## config.mk

```make
export PLATFORM = sky130hd
export DESIGN_NAME = mtpu_policy_unit
export DESIGN_NICKNAME = d
export VERILOG_FILES = /design/src/mtpu_wcbuf.v /design/src/mtpu_policy_unit.v
export VERILOG_INCLUDE_DIRS = /design/src
export SDC_FILE = /design/constraint.sdc
export NUM_CORES = 1
export LEC_CHECK = 0
export BUFFER_PORTS_ARGS = -buffer_cell sky130_fd_sc_hd__buf_2
export CAP_MARGIN = 20
export CORE_MARGIN = 4
export CORE_UTILIZATION = 56
export CTS_BUF_LIST = sky130_fd_sc_hd__clkbuf_16
export DETAILED_ROUTE_END_ITERATION = 10
export PLACE_DENSITY = 0.76
export SLEW_MARGIN = 20
export SYNTH_ARGS = -nofsm -noshare
export SYNTH_HDL_FRONTEND = slang
export SYNTH_SLANG_ARGS = --single-unit
```

## constraint.sdc

```tcl
create_clock -name clock -period 3.35 [get_ports clock]
set_input_delay 0.67 -clock clock [delete_from_list [all_inputs] [get_ports clock]]
set_output_delay 0.67 -clock clock [all_outputs]
set_load 0.02 [all_outputs]
```

## src/mtpu_defs.vh

```
`ifndef MTPU_DEFS_VH
`define MTPU_DEFS_VH

// ****************************************
// Memory type encodings
// ****************************************
`define MTPU_TYPE_W 8
`define MTPU_UC 8'h00
`define MTPU_WC 8'h04
`define MTPU_WT 8'h05
`define MTPU_WP 8'h06
`define MTPU_WB 8'h07
`define MTPU_RESET_TYPE 8'h00

// ****************************************
// Line and chunk geometry
// ****************************************
`define MTPU_LINE_BYTES 32
`define MTPU_CHUNK_BYTES 8
`define MTPU_CHUNKS 4
`define MTPU_BE_FULL 32'hFFFFFFFF
`define MTPU_CHUNK_NONE 8'h00
`define MTPU_PINS_IDLE 4'hF

// ****************************************
// Bus sequencer states
// ****************************************
`define MTPU_S_IDLE 2'h0
`define MTPU_S_REQ1 2'h1
`define MTPU_S_REQ2 2'h2
`define MTPU_S_WAIT 2'h3

`endif

```

## src/mtpu_wcbuf.v

```verilog
`timescale 1ns/1ps
`include "mtpu_defs.vh"

// ****************************************
// One-line combining buffer
// ****************************************
module mtpu_wcbuf #(
	parameter CHUNKS = `MTPU_CHUNKS
) (
	input wire clock,
	input wire rst_b,
	input wire wr_en,
	input wire [35:5] wr_line,
	input wire [1:0] wr_chunk,
	input wire [7:0] wr_be,
	input wire [63:0] wr_data,
	input wire clr_en,
	input wire clr_all,
	input wire [1:0] clr_chunk,
	output reg [35:5] line_r,
	output reg [31:0] valid_r,
	output reg [255:0] data_r,
	output wire occupied,
	output wire all_valid,
	output wire [1:0] next_chunk
);
	integer i;
	reg [31:0] valid_nxt;

	function [1:0] first_chunk;
		input [31:0] v;
		integer k;
		begin
			first_chunk = 2'h0;
			for (k = CHUNKS - 1; k >= 0; k = k - 1) begin
				if (v[k*8 +: 8] != `MTPU_CHUNK_NONE) begin
					first_chunk = k[1:0];
				end
			end
		end
	endfunction

	assign occupied = |valid_r;
	assign all_valid = (valid_r == `MTPU_BE_FULL);
	assign next_chunk = first_chunk(valid_r);

	always @* begin
		valid_nxt = valid_r;
		if (clr_en && clr_all) begin
			valid_nxt = 32'h00000000;
		end else if (clr_en) begin
			valid_nxt[{clr_chunk, 3'h0} +: 8] = `MTPU_CHUNK_NONE;
		end
		// A write in the clearing cycle keeps its bytes
		if (wr_en) begin
			valid_nxt[{wr_chunk, 3'h0} +: 8] = valid_nxt[{wr_chunk, 3'h0} +: 8] | wr_be;
		end
	end

	always @(posedge clock) begin
		if (!rst_b) begin
			valid_r <= 32'h00000000;
			line_r <= 31'h00000000;
			data_r <= 256'h0;
		end else begin
			valid_r <= valid_nxt;
			if (wr_en) begin
				line_r <= wr_line;
				for (i = 0; i < 8; i = i + 1) begin
					if (wr_be[i]) begin
						data_r[{wr_chunk, 6'h00} + i*8 +: 8] <= wr_data[i*8 +: 8];
					end
				end
			end
		end
	end
endmodule // mtpu_wcbuf

```

## src/mtpu_policy_unit.v

```verilog
`timescale 1ns/1ps
`include "mtpu_defs.vh"

// Operation
// - Memory type goes out on the type pins in request clock two.
// - Uncached is 00; never cached, always on bus, never speculative.
// - Write-combining is 04; reads uncached, writes combine, speculative reads allowed.
// - Write-through is 05; reads cacheable, every write goes to memory.
// - Write-through writes never fill; they update or invalidate valid lines.
// - Write-protected is 06; reads hit and fill, writes bypass the cache.
// - Writeback is 07; write misses allocate, writes finish in the cache.
// - Storing any other type faults with code zero, register kept.
// - Uncached accesses run strictly in program order; others may pass.
// - Types forbidding speculation or reordering are also non-cacheable.
// - Combining buffer flushes on new line, interrupt exit, serializing, lock, I/O.
// - Combining buffers drain in any order relative to each other.
// - A fully valid buffer leaves as one 32-byte write, write flag set.
// - A partial buffer leaves as writes of at most eight bytes, any order.
// - Write-through writes may split at boundaries but are never combined.
// - Write-through updates valid L1 data, invalidates L2 and L1 code lines.
// - Write-protect only blocks cache updates; the write reaches memory.
// - Writeback may sit in any cache and stays processor ordered.
module mtpu_policy_unit (
	input wire clock,
	input wire rst_b,
	input wire type_wr_en,
	input wire [7:0] type_wr_data,
	output reg [7:0] range_type_register_r,
	output reg protection_fault_r,
	input wire cpu_req_valid,
	output wire cpu_req_ready,
	input wire cpu_write,
	input wire cpu_spec,
	input wire [35:3] cpu_addr,
	input wire [7:0] cpu_be,
	input wire [63:0] cpu_data,
	input wire flush_event,
	input wire l1d_hit,
	input wire l1c_hit,
	input wire l2_hit,
	output wire speculation_ok,
	output wire reorder_ok,
	output reg act_valid_r,
	output reg act_l1d_update_r,
	output reg act_l1d_inval_r,
	output reg act_l1c_inval_r,
	output reg act_l2_inval_r,
	output reg act_fill_r,
	output reg act_write_in_cache_r,
	output wire bus_ads,
	output reg [3:0] memory_type_pins_b_r,
	output reg [35:3] bus_addr_r,
	output reg [31:0] bus_be_r,
	output reg [255:0] bus_data_r,
	output reg write_direction_flag_r,
	output reg bus_line_r,
	input wire bus_done,
	output wire combining_busy
);
	// ****************************************
	// Type checks and policy decode
	// ****************************************
	function legal_type;
		input [7:0] t;
		begin
			legal_type = (t == `MTPU_UC) || (t == `MTPU_WC) || (t == `MTPU_WT) ||
				(t == `MTPU_WP) || (t == `MTPU_WB);
		end
	endfunction

	function read_cacheable;
		input [7:0] t;
		begin
			read_cacheable = (t == `MTPU_WT) || (t == `MTPU_WP) || (t == `MTPU_WB);
		end
	endfunction

	reg [1:0] state_r;
	reg [1:0] state_nxt;
	reg drain_r;
	reg drain_src_r;
	reg drain_all_r;
	reg [1:0] drain_chunk_r;
	reg [7:0] bus_type_r;

	wire [7:0] cur_type;
	wire is_uc;
	wire is_wc;
	wire is_wt;
	wire is_wp;
	wire is_wb;
	wire [35:5] wcb_line;
	wire [31:0] wcb_valid;
	wire [255:0] wcb_data;
	wire wcb_occupied;
	wire wcb_full;
	wire [1:0] wcb_next;
	wire idle;
	wire wc_write;
	wire line_conflict;
	wire spec_block;
	wire accept;
	wire any_hit;
	wire go_bus;
	wire start_drain;
	wire done_drain;

	assign cur_type = range_type_register_r;
	assign is_uc = (cur_type == `MTPU_UC);
	assign is_wc = (cur_type == `MTPU_WC);
	assign is_wt = (cur_type == `MTPU_WT);
	assign is_wp = (cur_type == `MTPU_WP);
	assign is_wb = (cur_type == `MTPU_WB);
	assign any_hit = l1d_hit | l1c_hit | l2_hit;

	// Uncached forbids speculation and reordering, hence never cacheable
	assign speculation_ok = !is_uc;
	assign reorder_ok = !is_uc;

	// ****************************************
	// Range type register
	// ****************************************
	always @(posedge clock) begin
		if (!rst_b) begin
			range_type_register_r <= `MTPU_RESET_TYPE;
			protection_fault_r <= 1'b0;
		end else begin
			protection_fault_r <= type_wr_en && !legal_type(type_wr_data);
			if (type_wr_en && legal_type(type_wr_data)) begin
				range_type_register_r <= type_wr_data;
			end
		end
	end

	// ****************************************
	// Request acceptance
	// ****************************************
	assign idle = (state_r == `MTPU_S_IDLE);
	assign wc_write = is_wc && cpu_write;
	assign line_conflict = wc_write && wcb_occupied && (wcb_line != cpu_addr[35:5]);
	assign spec_block = is_uc && cpu_spec;
	// Single issue behind an idle sequencer keeps uncached strictly in order;
	// the cost is no overlap between any two bus transactions.
	assign cpu_req_ready = idle && !drain_r && !flush_event && !spec_block &&
		!line_conflict;
	assign accept = cpu_req_valid && cpu_req_ready;
	assign combining_busy = wcb_occupied;

	// Bus needed: uncached, WC reads, cacheable read misses, WT/WP writes,
	// writeback write misses read the line for ownership.
	assign go_bus = accept && !wc_write && (is_uc || is_wc || !any_hit || (cpu_write &&
		(is_wt || is_wp)));

	assign start_drain = idle && drain_r && wcb_occupied;
	assign done_drain = (state_r == `MTPU_S_WAIT) && bus_done && drain_src_r;

	// ****************************************
	// Cache action pulses
	// ****************************************
	always @(posedge clock) begin
		if (!rst_b) begin
			act_valid_r <= 1'b0;
			act_l1d_update_r <= 1'b0;
			act_l1d_inval_r <= 1'b0;
			act_l1c_inval_r <= 1'b0;
			act_l2_inval_r <= 1'b0;
			act_fill_r <= 1'b0;
			act_write_in_cache_r <= 1'b0;
		end else begin
			act_valid_r <= accept;
			// WT writes refresh a valid L1 data line only
			act_l1d_update_r <= accept && cpu_write && is_wt && l1d_hit;
			// Uncached and WC hits are dropped from every cache
			act_l1d_inval_r <= accept && (is_uc || is_wc) && l1d_hit;
			act_l1c_inval_r <= accept && l1c_hit && (is_uc || is_wc ||
				(cpu_write && is_wt));
			act_l2_inval_r <= accept && l2_hit && (is_uc || is_wc ||
				(cpu_write && (is_wt || is_wp)));
			// Fills come from read misses, and WB write misses allocate
			act_fill_r <= accept && !any_hit && ((!cpu_write && read_cacheable(cur_type)) ||
				(cpu_write && is_wb));
			act_write_in_cache_r <= accept && cpu_write && is_wb;
		end
	end

	// ****************************************
	// Combining buffer and its drain
	// ****************************************
	mtpu_wcbuf #(
		.CHUNKS(`MTPU_CHUNKS)
	) u_wcbuf (
		.clock(clock),
		.rst_b(rst_b),
		.wr_en(accept && wc_write),
		.wr_line(cpu_addr[35:5]),
		.wr_chunk(cpu_addr[4:3]),
		.wr_be(cpu_be),
		.wr_data(cpu_data),
		.clr_en(done_drain),
		.clr_all(drain_all_r),
		.clr_chunk(drain_chunk_r),
		.line_r(wcb_line),
		.valid_r(wcb_valid),
		.data_r(wcb_data),
		.occupied(wcb_occupied),
		.all_valid(wcb_full),
		.next_chunk(wcb_next)
	);

	always @(posedge clock) begin
		if (!rst_b) begin
			drain_r <= 1'b0;
		end else if ((flush_event || (cpu_req_valid && line_conflict)) && wcb_occupied) begin
			drain_r <= 1'b1;
		end else if (idle && !wcb_occupied) begin
			drain_r <= 1'b0;
		end
	end

	// ****************************************
	// Bus request sequencer
	// ****************************************
	always @* begin
		state_nxt = state_r;
		case (state_r)
			`MTPU_S_IDLE: begin
				if (start_drain || go_bus) begin
					state_nxt = `MTPU_S_REQ1;
				end
			end
			`MTPU_S_REQ1: begin
				state_nxt = `MTPU_S_REQ2;
			end
			`MTPU_S_REQ2: begin
				state_nxt = `MTPU_S_WAIT;
			end
			`MTPU_S_WAIT: begin
				if (bus_done) begin
					state_nxt = `MTPU_S_IDLE;
				end
			end
			default: begin
				state_nxt = `MTPU_S_IDLE;
			end
		endcase
	end

	assign bus_ads = (state_r == `MTPU_S_REQ1);

	always @(posedge clock) begin
		if (!rst_b) begin
			state_r <= `MTPU_S_IDLE;
			memory_type_pins_b_r <= `MTPU_PINS_IDLE;
			bus_type_r <= `MTPU_RESET_TYPE;
			bus_addr_r <= 33'h000000000;
			bus_be_r <= 32'h00000000;
			bus_data_r <= 256'h0;
			write_direction_flag_r <= 1'b0;
			bus_line_r <= 1'b0;
			drain_src_r <= 1'b0;
			drain_all_r <= 1'b0;
			drain_chunk_r <= 2'h0;
		end else begin
			state_r <= state_nxt;
			// Pins carry the type only in the clock after the strobe
			if (state_nxt == `MTPU_S_REQ2) begin
				memory_type_pins_b_r <= ~bus_type_r[3:0];
			end else begin
				memory_type_pins_b_r <= `MTPU_PINS_IDLE;
			end
			if (start_drain) begin
				drain_src_r <= 1'b1;
				bus_type_r <= `MTPU_WC;
				write_direction_flag_r <= 1'b1;
				bus_data_r <= wcb_data;
				drain_chunk_r <= wcb_next;
				if (wcb_full) begin
					drain_all_r <= 1'b1;
					bus_line_r <= 1'b1;
					bus_addr_r <= {wcb_line, 2'h0};
					bus_be_r <= `MTPU_BE_FULL;
				end else begin
					// Lowest valid chunk first; order carries no meaning
					drain_all_r <= 1'b0;
					bus_line_r <= 1'b0;
					bus_addr_r <= {wcb_line, wcb_next};
					bus_be_r <= wcb_valid & ({24'h000000, 8'hFF} << {wcb_next, 3'h0});
				end
			end else if (go_bus) begin
				drain_src_r <= 1'b0;
				drain_all_r <= 1'b0;
				bus_type_r <= cur_type;
				// A writeback write miss fetches its line with a read for ownership
				write_direction_flag_r <= cpu_write && !is_wb;
				if (!cpu_write && read_cacheable(cur_type)) begin
					// Cacheable read miss fetches the whole line
					bus_line_r <= 1'b1;
					bus_addr_r <= {cpu_addr[35:5], 2'h0};
					bus_be_r <= `MTPU_BE_FULL;
				end else if (cpu_write && is_wb) begin
					bus_line_r <= 1'b1;
					bus_addr_r <= {cpu_addr[35:5], 2'h0};
					bus_be_r <= `MTPU_BE_FULL;
				end else begin
					// Each write leaves alone, as issued, never merged
					bus_line_r <= 1'b0;
					bus_addr_r <= cpu_addr;
					bus_be_r <= {24'h000000, cpu_be} << {cpu_addr[4:3], 3'h0};
				end
				bus_data_r <= {4{cpu_data}};
			end
		end
	end
endmodule // mtpu_policy_unit

```

==> flow_summary.ini <==
[routing]
vias = 23900
drc = 0
ant_nets = 0
avgRoutedWirePerCell_microns = 23.2
drt_iter0_drc = 2728
vias_per_cell = 6.40
firstDrtPassIters = 6
wl_microns = 86500

[sta]
hold_viol_final = 0
worst_slack_ns = 0.169
rsz0062_at_grt = false
max_freq_mhz = 314
setup_violations = 0
finClkSkew_ns = 0.0261
drv_slew = 0
min_period_ns = 3.18
relSlewSlack_pct = 42.3
setup_tns_ns = 0
tightest_slew_ns = 0.862
fin_crit_sh_pct = 95.0

[floorplan]
fp.dieH_microns = 228
fp.coreArea_sq_um = 47700
dieArea_sq_um = 51800
pin_count = 472
die_w_microns = 228
initial_core_util_pct = 56.6
rows = 80

[power]
p_int_uw = 13000
switching_share_pct = 25.0
switchingPower_uw = 4350
powerDensity_nw_per_um2 = 539
vdd.ir_drop.worst_mv = 0.342
pwr-share-clk_pct = 42.8
finalPower_uw = 17400
p_comb_share_pct = 9.1
p_leak_uw = 0.0146
p_seq_share_pct = 48.1

[clocking]
cts_buffers = 70
cts-root-buf = clkbuf_16
cts_sinks = 673
insertion_delay_ns = 0.61
cts_tree = done
cts_buffer_depth = 3
clkTransAtPathRegs_ns = 0.06
cts_max_level = 3
postCtsHoldBufs = 0

[global_route]
grtUsageTotal_pct = 31.7
grt_max_degree = 144
gr-total-overflow = 0
antenna_found_initial = 13
grt_pass1_vias = 23100
grt_pass1_wl_microns = 134000

[logic_synthesis]
ys_seq_elements = 673
ys_types = 71
yosys-top-cells-area = dfxtp_1 50%, o221a_2 9.9%, mux2i_1 7.5%, nand2_1 5.3%, nand3_1 4.1%
synth.avg_cell_area_sq_um = 10.1
synth_nets = 2806
async_flop_share_pct = 0
synth_edf_count = 0
yosys.area.top_type = dfxtp_1
synth_commonest_cells = 673 x dfxtp_1, 383 x nand2_1, 238 x o221a_2
yosysWarnings = 0
syn_area_sq_um = 27000
post-synth-top-area-fraction_pct = 49.8
synth_most_common_cell = dfxtp_1
synthCells = 2675
ys_seq_area_share_pct = 49.8
synth_ff_type = dfxtp_1

[critical_path]
worst-r2r-cell-count = 7
timing.reg2reg.setup_slack_ns = 0.49
worstPathRequired_ns = 2.68
crit-reg2reg-capture = bus_be_r[20]
setup.worst_path.end_class = output port
timing.rr.start = u_wcbuf.valid_r[5]
cp.arrival_ns = 2.51
cp_max_fo = 4
critPathKind = reg2out
cp-start-kind = flop

[worst_hold_path]
hold_start = type_wr_en
hold_depth = 3
min_path_type = in2reg
whs_endpoint = protection_fault_r

[cells_and_area]
fillCellCount = 3644
syn2layout_area_growth_pct = 19.4
drive_above_1_share_pct = 30.1
final_net_count = 3189
post-route-util_pct = 67.6

[flow_run]
drv_cap = 0

[run_status]
status = completed

[placement]
hpwl_microns = 58000
dp_slack_ns = 0.312
place_congestion = 0.945
io_buffers = 471
-- final cells by class --
class,count,area [sq um],area share [%]
Clock inverter,47,318,0.984
Inverter,9,33.8,0.105
Multi-Input combinational cell,1758,12600,39.1
Clock buffer,74,1850,5.74
Sequential cell,673,13500,41.7
Timing Repair Buffer,546,3190,9.89
Tap cell,615,769,2.38
Antenna cell,11,27.5,0.0853
-- cells by family (layout without fill, tap and decap cells) --
logic type | count (synthesis) | count (layout) | synth area share [%]
xor gates and xnor gates | 32 | 32 | 1.04
other | 0 | 11 | 0
DFF | 673 | 673 | 49.8
buffers and inverters | 244 | 676 | 3.79
adders and majority gates | 8 | 8 | 0.361
and+or+nand+nor | 796 | 796 | 15.1
AOI/OAI and AO/OA | 719 | 719 | 22.4
muxes | 203 | 203 | 7.52
-- stage by stage --
step	std cells	cell area, sq um	hold slack [ns]
after global placement	3600	30100	0.370
after CTS	3721	32200	0.275
after global routing	3732	32300	0.309
after floorplan	2675	27000	0.358
final	3733	32300	0.304
after detailed placement	3600	30100	0.378
-- timing repair --
action | in CTS | in global routing
setup buffers | 0 | 1
gates resized for setup | 0 | 1
setup endpoints to repair | 0 | 1
-- how the worst max path moves through the flow --
| stage | startpoint | end | slack [ns] | cells after the start |
|---|---|---|---|---|
| floorplan | cpu_addr[3] | u_wcbuf.valid_r[16] | 0.25 | 8 |
| global placement | cpu_addr[24] | u_wcbuf.data_r[25] | 0.36 | 9 |
| detailed placement | cpu_addr[24] | u_wcbuf.data_r[9] | 0.31 | 9 |
| CTS | u_wcbuf.valid_r[17] | cpu_req_ready | 0.07 | 5 |
| global route | u_wcbuf.line_r[21] | cpu_req_ready | 0.007 | 6 |
| finish | u_wcbuf.line_r[21] | cpu_req_ready | 0.17 | 6 |
-- cell usage in the layout, fill, tap and decap left out, types with 11 or more instances in the layout --
cell type and count:
dfxtp_1 673, buf_2 470, nand2_1 383, o221a_2 238, nand3_1 220, mux2i_1 203
a21o_1 77, clkbuf_16 74, a21oi_1 67, o21a_1 66, a31oi_1 64, buf_4 54
o21ai_0 52, a22oi_1 46, nand4_1 44, xor2_1 32, nor2_1 31, o2bb2ai_1 24
inv_1 21, buf_12 21, nand4_4 20, clkinv_1 18, o221a_1 18, nor4_1 16
nor3_1 15, o21ai_1 13, diode_2 11
-- per-layer routing --
metal	GRT usage, %	vias to the layer above	routed length, microns
met5	0	-	29
met4	12.9	6	3360
met3	6.70	200	6910
met2	51.6	1172	41400
met1	41.3	11700	34800
li1	-	10800	-
-- power by group through the flow --
stage               sequential, uW  combinational, uW  clock [uW]
floorplan                     8760                671           0
global placement              8530               1530           0
detailed placement            8540               1550           0
CTS                           8360               1560        7520
global route                  8380               1670        7880
finish                        8370               1580        7450
-- sequential cells by signal, summed over array words and instances, names as in the netlist, 2 cells and up --
name / count
bus_data_r: 256
u_wcbuf.data_r: 256
bus_addr_r: 33
bus_be_r: 32
u_wcbuf.valid_r: 32
u_wcbuf.line_r: 31
range_type_register_r: 8
bus_type_r: 4
memory_type_pins_b_r: 4
drain_chunk_r: 2
state_r: 2
-- worst max-delay path: stages (launching register included) --
cell     delay [ns]
dfxtp_1        0.33
xor2_1         0.16
nor4_1         0.46
nand4_1        0.31
nor2_1         0.25
o311a_1        0.20
buf_2          0.18
Power figures use the tool's default switching activity.
